<file path="src/rtl/fault_report_pkg.sv">
// Package for the fault reporting unit: register map, field positions, access sizes.
// Assumes the unit sits in the processor clock domain behind the private peripheral port.
package fault_report_pkg;
  // ----------------------------------------
  // Register map
  // ----------------------------------------
  localparam logic [31:0] BLOCK_BASE = 32'he000ed00;
  localparam logic [7:0] OFF_CFG_STATUS = 8'h28;
  localparam logic [7:0] OFF_HARD_FLAGS = 8'h2c;
  localparam logic [7:0] OFF_MEM_ADDR = 8'h34;
  localparam logic [7:0] OFF_BUS_ADDR = 8'h38;
  localparam logic [31:0] HARD_FLAGS_RESET = 32'h00000000;
  localparam logic [31:0] ADDR_RESET = 32'h00000000;
  // ----------------------------------------
  // Field positions
  // ----------------------------------------
  localparam int DEBUG_RESERVED_BIT = 31;
  localparam int FORCED_BIT = 30;
  localparam int VECT_TABLE_BIT = 1;
  localparam int MEM_VALID_BIT = 7;
  localparam int BUS_VALID_BIT = 15;
  localparam logic [31:0] HARD_FLAGS_MASK = 32'h40000002;
  // ----------------------------------------
  // Access sizes
  // ----------------------------------------
  localparam logic [1:0] SZ_BYTE = 2'h0;
  localparam logic [1:0] SZ_HALF = 2'h1;
  localparam logic [1:0] SZ_WORD = 2'h2;
endpackage

</file>
<file path="src/rtl/fault_capture_if.sv">
// Carrier between the register front end and the fault address capture module.
// Assumes both ends run on the same processor clock.
`timescale 1ns/100ps
interface fault_capture_if;
  logic mm_event;
  logic [31:0] mm_addr;
  logic bus_event;
  logic bus_addr_known;
  logic [31:0] bus_addr;
  logic other_event;
  logic wr_mm_addr;
  logic wr_bus_addr;
  logic [31:0] wdata;
  logic clr_mm_valid;
  logic clr_bus_valid;
  logic [31:0] mm_addr_q;
  logic [31:0] bus_addr_q;
  logic mm_valid;
  logic bus_valid;
  modport ctrl (output mm_event, mm_addr, bus_event, bus_addr_known, bus_addr, other_event,
                output wr_mm_addr, wr_bus_addr, wdata, clr_mm_valid, clr_bus_valid,
                input mm_addr_q, bus_addr_q, mm_valid, bus_valid);
  modport capture (input mm_event, mm_addr, bus_event, bus_addr_known, bus_addr, other_event,
                   input wr_mm_addr, wr_bus_addr, wdata, clr_mm_valid, clr_bus_valid,
                   output mm_addr_q, bus_addr_q, mm_valid, bus_valid);
endinterface

</file>
<file path="src/rtl/fault_address_capture.sv">
// Holds the two fault address registers and their valid flags.
// Assumes fault events are one-cycle pulses from logic on the same clock.
`timescale 1ns/100ps
module fault_address_capture
  import fault_report_pkg::*;
(
  input wire logic ref_clk_i,
  input wire logic rst_b_i,
  fault_capture_if.capture cap
);
  logic [31:0] mm_addr_reg;
  logic [31:0] bus_addr_reg;
  logic mm_valid_reg;
  logic bus_valid_reg;

  // ----------------------------------------
  // Address registers
  // ----------------------------------------
  // Every new fault overwrites, even inside a running handler
  always_ff @(posedge ref_clk_i or negedge rst_b_i)
  begin
    if (!rst_b_i)
      mm_addr_reg <= ADDR_RESET;
    else if (cap.mm_event)
      mm_addr_reg <= cap.mm_addr;
    else if (cap.wr_mm_addr)
      mm_addr_reg <= cap.wdata;
  end

  // Requested address is kept, not the split address that erred
  always_ff @(posedge ref_clk_i or negedge rst_b_i)
  begin
    if (!rst_b_i)
      bus_addr_reg <= ADDR_RESET;
    else if (cap.bus_event && cap.bus_addr_known)
      bus_addr_reg <= cap.bus_addr;
    else if (cap.wr_bus_addr)
      bus_addr_reg <= cap.wdata;
  end

  // ----------------------------------------
  // Valid flags
  // ----------------------------------------
  // Capture wins over a software clear in the same cycle
  always_ff @(posedge ref_clk_i or negedge rst_b_i)
  begin
    if (!rst_b_i)
      mm_valid_reg <= 1'b0;
    else if (cap.mm_event)
      mm_valid_reg <= 1'b1;
    else if (cap.clr_mm_valid || cap.wr_mm_addr)
      mm_valid_reg <= 1'b0;
  end

  // A later fault of another kind drops the bus address validity
  always_ff @(posedge ref_clk_i or negedge rst_b_i)
  begin
    if (!rst_b_i)
      bus_valid_reg <= 1'b0;
    else if (cap.bus_event && cap.bus_addr_known)
      bus_valid_reg <= 1'b1;
    else if (cap.bus_event || cap.other_event || cap.mm_event || cap.clr_bus_valid || cap.wr_bus_addr)
      bus_valid_reg <= 1'b0;
  end

  assign cap.mm_addr_q = mm_addr_reg;
  assign cap.bus_addr_q = bus_addr_reg;
  assign cap.mm_valid = mm_valid_reg;
  assign cap.bus_valid = bus_valid_reg;

  // ----------------------------------------
  // Checks
  // ----------------------------------------
  mm_capture_a: assert property (@(posedge ref_clk_i) disable iff (!rst_b_i)
    cap.mm_event |=> (mm_addr_reg == $past(cap.mm_addr)) && mm_valid_reg)
    else $error("memory fault address not captured");
  bus_capture_a: assert property (@(posedge ref_clk_i) disable iff (!rst_b_i)
    (cap.bus_event && cap.bus_addr_known) |=> (bus_addr_reg == $past(cap.bus_addr)) && bus_valid_reg)
    else $error("bus fault address not captured");
  bus_valid_drop_a: assert property (@(posedge ref_clk_i) disable iff (!rst_b_i)
    (cap.mm_event && !cap.bus_event) |=> !bus_valid_reg)
    else $error("bus address valid kept after memory fault");
  mm_valid_hold_a: assert property (@(posedge ref_clk_i) disable iff (!rst_b_i)
    (mm_valid_reg && !cap.mm_event && !cap.wr_mm_addr) |=> $stable(mm_addr_reg))
    else $error("memory fault address changed while valid");
endmodule // fault_address_capture

</file>
<file path="src/rtl/fault_report_unit.sv">
// Fault reporting unit: hard fault cause flags and fault address registers.
// Assumes a single-cycle private peripheral port and fault events from the core on the same clock.
// Operation
// - Hard fault flags read normally; writing one clears a flag, zero keeps it.
// - Escalation of an untakeable configurable-priority fault sets the forced flag.
// - Vector table read bus error sets its flag and goes to hard fault.
// - On vector table fault the stacked return address is the preempted instruction.
// - Memory fault address register captures faulting address with its valid flag.
// - Unaligned memory fault captures the exact split access address.
// - Bus fault address register captures faulting address with its valid flag.
// - Unaligned bus fault captures the address the instruction requested.
// - Configurable status takes byte, halfword or word; others only aligned words.
// - A preempting fault may overwrite either fault address register.
// - Registers decode at offsets from the fixed block base address.
// - Only privileged accesses reach these registers.
// - Bus address valid sets after bus fault with known address; other faults clear.
// - Memory address valid reads one only while a faulting address is held.
`timescale 1ns/100ps
module fault_report_unit
  import fault_report_pkg::*;
(
  input wire logic ref_clk_i,
  input wire logic rst_b_i,
  input wire logic bus_sel_i,
  input wire logic bus_write_i,
  input wire logic [31:0] bus_addr_i,
  input wire logic [1:0] bus_size_i,
  input wire logic bus_priv_i,
  input wire logic [31:0] bus_wdata_i,
  output logic [31:0] bus_rdata_o,
  output logic bus_err_o,
  input wire logic escalate_i,
  input wire logic vector_read_err_i,
  input wire logic [31:0] preempted_pc_i,
  input wire logic mm_fault_i,
  input wire logic [31:0] mm_fault_addr_i,
  input wire logic bus_fault_i,
  input wire logic bus_addr_known_i,
  input wire logic [31:0] bus_req_addr_i,
  input wire logic other_fault_i,
  output logic hard_fault_req_o,
  output logic [31:0] stacked_pc_o
);
  fault_capture_if cap_if ();

  logic forced_reg;
  logic vect_tbl_reg;
  logic [7:0] off;
  logic in_block;
  logic sel_cfg;
  logic sel_hard;
  logic sel_mem;
  logic sel_bus;
  logic word_ok;
  logic sub_ok;
  logic acc_ok;
  logic wr_ok;
  logic [3:0] be;
  logic [31:0] hard_flags;
  logic [31:0] read_word;

  // Byte lanes touched by an access of a given size and low address
  function automatic logic [3:0] lane_enable(input logic [1:0] size, input logic [1:0] low);
    logic [3:0] lanes;
    lanes = 4'h0;
    case (size)
      SZ_BYTE: lanes = 4'h1 << low;
      SZ_HALF: lanes = low[1] ? 4'hc : 4'h3;
      SZ_WORD: lanes = 4'hf;
      default: lanes = 4'h0;
    endcase
    return lanes;
  endfunction

  // ----------------------------------------
  // Address decode and access check
  // ----------------------------------------
  // Unaligned or wrongly sized accesses are refused outright, no partial update
  always_comb
  begin
    off = bus_addr_i[7:0];
    in_block = (bus_addr_i[31:8] == BLOCK_BASE[31:8]);
    sel_cfg = (off[7:2] == OFF_CFG_STATUS[7:2]);
    sel_hard = (off == OFF_HARD_FLAGS);
    sel_mem = (off == OFF_MEM_ADDR);
    sel_bus = (off == OFF_BUS_ADDR);
    word_ok = (bus_size_i == SZ_WORD) && (off[1:0] == 2'h0);
    sub_ok = (bus_size_i == SZ_BYTE) || ((bus_size_i == SZ_HALF) && !off[0]) || word_ok;
    acc_ok = bus_sel_i && in_block && bus_priv_i
             && ((sel_cfg && sub_ok) || ((sel_hard || sel_mem || sel_bus) && word_ok));
    wr_ok = acc_ok && bus_write_i;
    be = lane_enable(bus_size_i, off[1:0]);
  end

  // ----------------------------------------
  // Hard fault cause flags
  // ----------------------------------------
  // Hardware set wins over a software clear in the same cycle
  always_ff @(posedge ref_clk_i or negedge rst_b_i)
  begin
    if (!rst_b_i)
      forced_reg <= HARD_FLAGS_RESET[FORCED_BIT];
    else if (escalate_i)
      forced_reg <= 1'b1;
    else if (wr_ok && sel_hard && bus_wdata_i[FORCED_BIT])
      forced_reg <= 1'b0;
  end

  always_ff @(posedge ref_clk_i or negedge rst_b_i)
  begin
    if (!rst_b_i)
      vect_tbl_reg <= HARD_FLAGS_RESET[VECT_TABLE_BIT];
    else if (vector_read_err_i)
      vect_tbl_reg <= 1'b1;
    else if (wr_ok && sel_hard && bus_wdata_i[VECT_TABLE_BIT])
      vect_tbl_reg <= 1'b0;
  end

  // Vector table errors always go to hard fault, as do escalations
  always_ff @(posedge ref_clk_i or negedge rst_b_i)
  begin
    if (!rst_b_i)
      hard_fault_req_o <= 1'b0;
    else
      hard_fault_req_o <= vector_read_err_i || escalate_i;
  end

  // Return address of the preempted instruction goes onto the stack frame
  always_ff @(posedge ref_clk_i or negedge rst_b_i)
  begin
    if (!rst_b_i)
      stacked_pc_o <= ADDR_RESET;
    else if (vector_read_err_i)
      stacked_pc_o <= preempted_pc_i;
  end

  // Debug bit and reserved bits are never stored, so they read zero
  always_comb
  begin
    hard_flags = 32'h00000000;
    hard_flags[FORCED_BIT] = forced_reg;
    hard_flags[VECT_TABLE_BIT] = vect_tbl_reg;
    hard_flags = hard_flags & HARD_FLAGS_MASK;
  end

  // ----------------------------------------
  // Fault address capture
  // ----------------------------------------
  assign cap_if.mm_event = mm_fault_i;
  assign cap_if.mm_addr = mm_fault_addr_i;
  assign cap_if.bus_event = bus_fault_i;
  assign cap_if.bus_addr_known = bus_addr_known_i;
  assign cap_if.bus_addr = bus_req_addr_i;
  assign cap_if.other_event = other_fault_i || escalate_i || vector_read_err_i;
  assign cap_if.wr_mm_addr = wr_ok && sel_mem;
  assign cap_if.wr_bus_addr = wr_ok && sel_bus;
  assign cap_if.wdata = bus_wdata_i;
  // Handler drops a stale valid flag by writing one to it
  assign cap_if.clr_mm_valid = wr_ok && sel_cfg && be[0] && bus_wdata_i[MEM_VALID_BIT];
  assign cap_if.clr_bus_valid = wr_ok && sel_cfg && be[1] && bus_wdata_i[BUS_VALID_BIT];

  fault_address_capture u_capture (
    .ref_clk_i(ref_clk_i),
    .rst_b_i(rst_b_i),
    .cap(cap_if.capture)
  );

  // ----------------------------------------
  // Read data and error answer
  // ----------------------------------------
  // Only the two valid flags of the configurable status live here; other bits read zero
  always_comb
  begin
    read_word = 32'h00000000;
    if (sel_hard)
      read_word = hard_flags;
    else if (sel_mem)
      read_word = cap_if.mm_addr_q;
    else if (sel_bus)
      read_word = cap_if.bus_addr_q;
    else if (sel_cfg)
    begin
      read_word[MEM_VALID_BIT] = cap_if.mm_valid;
      read_word[BUS_VALID_BIT] = cap_if.bus_valid;
    end
  end

  // Answer one cycle after the request; refused accesses read zero and flag an error
  always_ff @(posedge ref_clk_i or negedge rst_b_i)
  begin
    if (!rst_b_i)
    begin
      bus_rdata_o <= 32'h00000000;
      bus_err_o <= 1'b0;
    end
    else
    begin
      bus_rdata_o <= (acc_ok && !bus_write_i) ? read_word : 32'h00000000;
      bus_err_o <= bus_sel_i && !acc_ok;
    end
  end

  // ----------------------------------------
  // Checks
  // ----------------------------------------
  forced_set_a: assert property (@(posedge ref_clk_i) disable iff (!rst_b_i)
    escalate_i |=> forced_reg && hard_fault_req_o)
    else $error("forced flag not set on escalation");
  vect_set_a: assert property (@(posedge ref_clk_i) disable iff (!rst_b_i)
    vector_read_err_i |=> vect_tbl_reg && hard_fault_req_o)
    else $error("vector table flag or hard fault missing");
  flag_clear_a: assert property (@(posedge ref_clk_i) disable iff (!rst_b_i)
    (wr_ok && sel_hard && bus_wdata_i[FORCED_BIT] && !escalate_i) |=> !forced_reg)
    else $error("write one did not clear forced flag");
  flag_keep_a: assert property (@(posedge ref_clk_i) disable iff (!rst_b_i)
    (vect_tbl_reg && !(wr_ok && sel_hard && bus_wdata_i[VECT_TABLE_BIT])) |=> vect_tbl_reg)
    else $error("vector table flag lost without write one");
  reserved_zero_a: assert property (@(posedge ref_clk_i) disable iff (!rst_b_i)
    (acc_ok && !bus_write_i && sel_hard) |=> ((bus_rdata_o & ~HARD_FLAGS_MASK) == 32'h00000000))
    else $error("reserved flag bits read nonzero");
  priv_refuse_a: assert property (@(posedge ref_clk_i) disable iff (!rst_b_i)
    (bus_sel_i && !bus_priv_i) |=> bus_err_o && (bus_rdata_o == 32'h00000000))
    else $error("unprivileged access not refused");
  size_refuse_a: assert property (@(posedge ref_clk_i) disable iff (!rst_b_i)
    (bus_sel_i && in_block && sel_mem && bus_size_i != SZ_WORD && !mm_fault_i)
      |=> bus_err_o && $stable(cap_if.mm_addr_q))
    else $error("narrow access to word register not refused");
  stacked_pc_a: assert property (@(posedge ref_clk_i) disable iff (!rst_b_i)
    vector_read_err_i |=> stacked_pc_o == $past(preempted_pc_i))
    else $error("stacked return address wrong");
endmodule // fault_report_unit

</file>
<file path="config.mk">
export PLATFORM = sky130hd
export DESIGN_NAME = fault_report_unit
export DESIGN_NICKNAME = d
export VERILOG_FILES = /design/src/rtl/fault_report_pkg.sv /design/src/rtl/fault_capture_if.sv /design/src/rtl/fault_address_capture.sv /design/src/rtl/fault_report_unit.sv
export SDC_FILE = /design/constraint.sdc
export NUM_CORES = 1
export LEC_CHECK = 0
export BUFFER_PORTS_ARGS = -buffer_cell sky130_fd_sc_hd__buf_2
export CORE_ASPECT_RATIO = 2
export CORE_MARGIN = 4
export CORE_UTILIZATION = 45
export CTS_BUF_LIST = sky130_fd_sc_hd__clkbuf_2
export CTS_CLUSTER_SIZE = 14
export DETAILED_ROUTE_END_ITERATION = 10
export HOLD_SLACK_MARGIN = 0.1
export PLACE_DENSITY = 0.77
export SETUP_SLACK_MARGIN = 0.1
export SLEW_MARGIN = 20
export SYNTH_ARGS = -nofsm -noshare
export SYNTH_HDL_FRONTEND = slang
export SYNTH_SLANG_ARGS = --single-unit
</file>
<file path="constraint.sdc">
create_clock -name ref_clk_i -period 1.8 [get_ports ref_clk_i]
set_input_delay 0.36 -clock ref_clk_i [delete_from_list [all_inputs] [get_ports ref_clk_i]]
set_output_delay 0.36 -clock ref_clk_i [all_outputs]
set_load 0.05 [all_outputs]
</file>
# Word level (Yosys, flattened, before mapping)
# Index checks and enable logic that the tools add are counted.
word_totals:
  register_bits: 134
  latch_bits: 0
  word_cells: 87
  out_inout_bits: 66
  in_bits: 173
  rom_bits: 0
  memories: 0
  ram_bits: 0
op_classes:
  n_mux: 24
  addsub: 0
  n_bitwise: 0
  div: 0
  eq_ne: 7
  order_cmp: 0
  shifts: 1
  multipliers: 0
  n_reduce_logical: 45
ops:
  columns: ["operator", "n"]
  rows:
  - ["$mux 32", 7]
  - ["$eq 24x24->1 const B", 1]
  - ["$eq 8x6->1 const B", 3]
  - ["$logic_and 1x1->1", 21]
  - ["$mux 16", 1]
  - ["$mux 7", 2]
  - ["$logic_or 1x1->1", 13]
  - ["$mux 1", 12]
  - ["$reduce_bool 2->1", 6]
  - ["$eq 6x4->1 const B", 1]
  - ["$pmux 2 s3", 1]
  - ["$logic_not 2->1", 2]
  - ["$logic_not 1->1", 3]
  - ["$eq 2x1->1 const B", 1]
  - ["$eq 2x2->1 const B", 1]
  - ["$mux 2", 1]
  - ["$shl 1x2->2 const A", 1]

# Logic depth before layout (Yosys ltp)
depth:
  depth_word: 15
  ltp_mapped: 8
  mapped_depth_nobuf: 5

# Modules after synthesis
# From an unflattened synthesis, not the netlist that was laid out.
unflattened:
  cells_unflattened: 537
  area_unflattened_um2: 6520.0
by_module_without_submodules:
  columns: ["module", "instances", "seq_area_each_um2", "cells_per_inst", "area_per_inst_um2"]
  rows:
  - ["fault_address_capture", 1, 1651.6, 290, 3260.6]
  - ["fault_report_unit", 1, 1701.6, 247, 3259.4]

# Worst setup path after synthesis
# Ideal clock, no wire load.
synth_timing:
  kind: "input-to-reg"
  startpoint: "input port bus_addr_i[17]"
  endpoint: "register u_capture.bus_addr_reg[13] (netlist: u_capture.cap.bus_addr_q[13])"
  path_stages: 6
  t_arrival_ns: 2.317
  setup_slack_ns: -0.657
  path_buffers: 1
  setup_time_ns: 0.141
  path_cell_list: "or4_1 or4_4 a2111o_4 buf_6 o21ai_1 a31oi_1"
synth_between:
  elab_chain_cells: 7
synth_rtl:
  columns: ["item", "line_no", "text"]
  rows:
  - ["start, declared", "fault_report_unit.sv:26", "input wire logic [31:0] bus_addr_i,"]
  - ["$eq 24x24->1", "fault_report_unit.sv:82", "in_block = (bus_addr_i[31:8] == BLOCK_BASE[31:8]);"]
  - ["$logic_and 1x1->1 (2 in a row)", "fault_report_unit.sv:89", "acc_ok = bus_sel_i && in_block && bus_priv_i"]
  - ["$logic_and 1x1->1", "fault_report_unit.sv:90", "&& ((sel_cfg && sub_ok) || ((sel_hard || sel_mem || sel_bus) && word_ok));"]
  - ["$logic_and 1x1->1", "fault_report_unit.sv:91", "wr_ok = acc_ok && bus_write_i;"]
  - ["$logic_and 1x1->1", "fault_report_unit.sv:156", "assign cap_if.wr_bus_addr = wr_ok && sel_bus;"]
  - ["$reduce_bool 2->1 (no source line)", null, null]
  - ["end signal, assigned", "fault_address_capture.sv:36", "bus_addr_reg <= cap.bus_addr;"]
  - ["end signal, assigned", "fault_address_capture.sv:38", "bus_addr_reg <= cap.wdata;"]
  - ["end, declared", "fault_address_capture.sv:12", "logic [31:0] bus_addr_reg;"]
# Every way passes these cells.
# A chain may end at the register's enable or synchronous reset.

# Worst setup path after layout
layout_timing:
  startpoint: "input port bus_addr_i[12]"
  endpoint: "register u_capture.mm_addr_reg[21] (netlist: u_capture.cap.mm_addr_q[21])"
layout_between:
  elab_chain_cells: 7
layout_rtl:
  columns: ["item", "line_no", "text"]
  rows:
  - ["$eq 24x24->1", "fault_report_unit.sv:82", null]
  - ["$logic_and 1x1->1 (2 in a row)", "fault_report_unit.sv:89", null]
  - ["$logic_and 1x1->1", "fault_report_unit.sv:90", null]
  - ["$logic_and 1x1->1", "fault_report_unit.sv:91", null]
  - ["$logic_and 1x1->1", "fault_report_unit.sv:155", "assign cap_if.wr_mm_addr = wr_ok && sel_mem;"]
  - ["$reduce_bool 2->1 (no source line)", null, null]
  - ["end signal, assigned", "fault_address_capture.sv:25", "mm_addr_reg <= cap.mm_addr;"]
  - ["end signal, assigned", "fault_address_capture.sv:27", "mm_addr_reg <= cap.wdata;"]
  - ["end, declared", "fault_address_capture.sv:11", "logic [31:0] mm_addr_reg;"]
# Every way passes these cells.

==> results.sh <==
export IMPL_crit_path_max_incr_delay_ns=0.57
export IMPL_failed_checks="negative setup slack"
export IMPL_rows=61
export IMPL_synth_flop_cell="dfrtp_1"
export IMPL_power_leakage_nw=4.69
export IMPL_ys_ff_latch=134
export IMPL_cts_made_buffers=17
export IMPL_n_fill_cell=760
export IMPL_status="finished with violations"
export IMPL_period_share_pct=108
export IMPL_power_w=0.00722
export IMPL_intPower_w=0.00469
export IMPL_drt_total_wl_mm=32.8
export IMPL_tightestPinTransition_ns=0.736
export IMPL_cts_clk_slew_worst_paths_ns=0.24
export IMPL_syn_nets=788
export IMPL_slew_headroom_pct=50.8
export IMPL_synth_edff_count=0
export IMPL_rsz0062_at_grt="yes"
export IMPL_maxCapViolations=0
export IMPL_pwr_share_comb_pct=25.3
export IMPL_dp_hpwl_mm=15.2
export IMPL_mostFrequentLayoutCells="169 x buf_2, 144 x dlygate4sd3_1, 133 x dfrtp_1, 68 x buf_6, 64 x nor2_1"
export IMPL_power_density_nw_per_um2=656
export IMPL_port_buffer_count=238
export IMPL_final_setup_worst_slack_ns=-0.147
export IMPL_wl_per_cell_um=26.6
export IMPL_grt_pass1_wl_mm=41.5
export IMPL_root_buffer="clkbuf_2"
export IMPL_start_kind="input port"
export IMPL_coreArea_um2=14000
export IMPL_seqPwrFrac_pct=47.9
export IMPL_track_usage_pct=33.0
export IMPL_setup_viol=16
export IMPL_fmax_mhz=513
export IMPL_cts_max_level=4
export IMPL_crit_buf_inv=2
export IMPL_viasPerCell=6.50
export IMPL_utilization_pct=78.8
export IMPL_final_hold_viol_count=0
export IMPL_layout_cells_non_filler=1236
export IMPL_grt_pass1_vias=7673
export IMPL_switching_share_pct=35.0
export IMPL_mostFrequentLayoutCell="buf_2"
export IMPL_drtIter0Drc=1025
export IMPL_ys_warn_count=0
export IMPL_crit_family="simple AND/OR/NAND/NOR gates"
export IMPL_first_pass_iters=6
export IMPL_grt_max_degree=37
export IMPL_synthDistinctLibCells=40
export IMPL_insertion_delay_ns=0.76
export IMPL_whs_ns=0.108
export IMPL_die_h_um=177
export IMPL_drive_above_1_share_pct=44.4
export IMPL_area_growth_syn_to_layout_pct=70.9
export IMPL_ys_seq_area_share_pct=52.1
export IMPL_crit_type="input port to flop"
export IMPL_regArea_um2=3350
export IMPL_vias=8040
export IMPL_async_reset_ff_share_pct=100
export IMPL_netlist_area_um2=6440
export IMPL_fin_worst_skew_ns=0.0444
export IMPL_syn_area_per_cell_um2=10.5
export IMPL_peakVddDrop_v=0.000390
export IMPL_cp_end_kind="flop"
export IMPL_layout_nets=1202
export IMPL_io_pins=239
export IMPL_numClockSinks=134
export IMPL_critical_path_arrival_ns=2.58
export IMPL_antenna_found_initial=6
export IMPL_multi_input_area_um2=3250
export IMPL_path_cells="buf_6 -> or4bb_1 -> or4_4 -> a2111o_4 -> clkbuf_16 -> o21ai_1 -> a2bb2oi_1"
export IMPL_syn_inst=615
export IMPL_clkPwrFrac_pct=26.8
export IMPL_die_area_um2=16400
export IMPL_cp_required_ns=2.43
export IMPL_period_needed_ns=1.95
export IMPL_worst_path_max_delay_cell="or4_4"
export IMPL_slew_violations=0
export IMPL_drc=0
export IMPL_cts_tree="built"
export IMPL_dp_cells=1039
export IMPL_gpl_final_weighted_congestion=0.885
export IMPL_die_w_um=92.6
export IMPL_initial_utilization_pct=46.1
export IMPL_clockBufferDepth=2
export IMPL_hold_class="input port to flop"
export IMPL_overflow=0
export IMPL_crit_path_max_fanout=16
export IMPL_power_switching_w=0.00252
export IMPL_antenna_left=0
## power by group through the flow
stage	Combinational [W]	Clock, W	Sequential (W)
after floorplan	0.000426	0	0.00366
after global placement	0.00117	0	0.00340
after detailed placement	0.00120	0	0.00341
after CTS	0.00155	0.00189	0.00337
after global routing	0.00190	0.00203	0.00347
final	0.00183	0.00194	0.00346
## worst min-delay path, stage by stage
cell,delay (ns)
buf_2,0.11
and2_1,0.18
nand4_1,0.09
a31oi_1,0.08
## cells in the mapped netlist, types with 2 or more instances
master | number | share of area [%]
dfrtp_1 | 134 | 52
nor2_1 | 65 | 3.8
o21ai_1 | 60 | 4.7
clkbuf_1 | 45 | 2.6
and2_1 | 35 | 3.4
nand4_1 | 35 | 3.4
a41oi_1 | 34 | 4.6
a2bb2oi_1 | 32 | 4.4
a31oi_1 | 32 | 3.1
mux2_2 | 32 | 5.6
a22oi_1 | 28 | 3.3
nand2_1 | 12 | 0.70
buf_2 | 9 | 0.70
buf_6 | 9 | 1.6
o21ai_0 | 9 | 0.70
nor3_1 | 7 | 0.54
nor2_2 | 5 | 0.49
a222oi_1 | 4 | 0.62
a21o_1 | 2 | 0.23
inv_1 | 2 | 0.12
nand3_1 | 2 | 0.16
nor3b_1 | 2 | 0.23
or3_1 | 2 | 0.19
or4_1 | 2 | 0.23
## stage by stage
step	area, µm²	worst slack [ns]	setup TNS [ns]
after floorplan	6440	-0.513	-44.72
after global placement	8220	-0.706	-62.18
after detailed placement	8220	-0.744	-65.06
after CTS	10200	0.0409	0
after global routing	11000	-0.185	-1.05
final	11000	-0.147	-0.695
## final timing paths
check,slack (ns),start,cells after the start,end
max,-0.15,bus_addr_i[12],7,u_capture.cap.mm_addr_q[21]$_DFFE_PN0P_
min,0.11,bus_wdata_i[27],4,u_capture.cap.bus_addr_q[27]$_DFFE_PN0P_
max reg2reg,0.26,stacked_pc_o[29]$_DFFE_PN0P_,3,stacked_pc_o[29]$_DFFE_PN0P_
min reg2reg,0.56,vect_tbl_reg$_DFFE_PN0P_,1,vect_tbl_reg$_DFFE_PN0P_
max in group asynchronous,0.41,rst_b_i,3,u_capture.cap.bus_addr_q[31]$_DFFE_PN0P_
min in group asynchronous,0.19,rst_b_i,3,hard_fault_req_o$_DFF_PN0_
## final cells by class
class                      count  area share (%)
clock buffer                  17           0.773
timing repair buffer         458            35.4
sequential                   134            30.5
multi-input combinational    415            29.6
inverter                       3           0.102
clock inverter                15            1.42
antenna                        5           0.114
tap                          189            2.15
## cells by family after synthesis
kind of cell    count (synthesis)  share of synthesized area (%)
compound gates                207                           22.8
buf+inv                        66                           5.07
simple gates                  176                           14.5
mux                            32                           5.59
flops                         134                           52.1
## timing repair
| item | in CTS | in global routing |
|---|---|---|
| gates resized for setup | 99 | 136 |
| cloned | 0 | 4 |
| setup buffers | 1 | 10 |
| pin swaps | 0 | 36 |
| hold buffers | 145 | 0 |
| endpoints found under the hold margin | 234 | 0 |
| endpoints found under the setup margin | 88 | 127 |
## routing by layer
layer	routed length (µm)	global-route usage [%]	up-vias
met1	9890	35.5	3745
met2	16200	57.6	835
met4	3160	21.5	4
li1	-	-	3169
met5	31	0	-
met3	3550	6.85	287
Note: power is estimated with default switching activity, not from simulation.
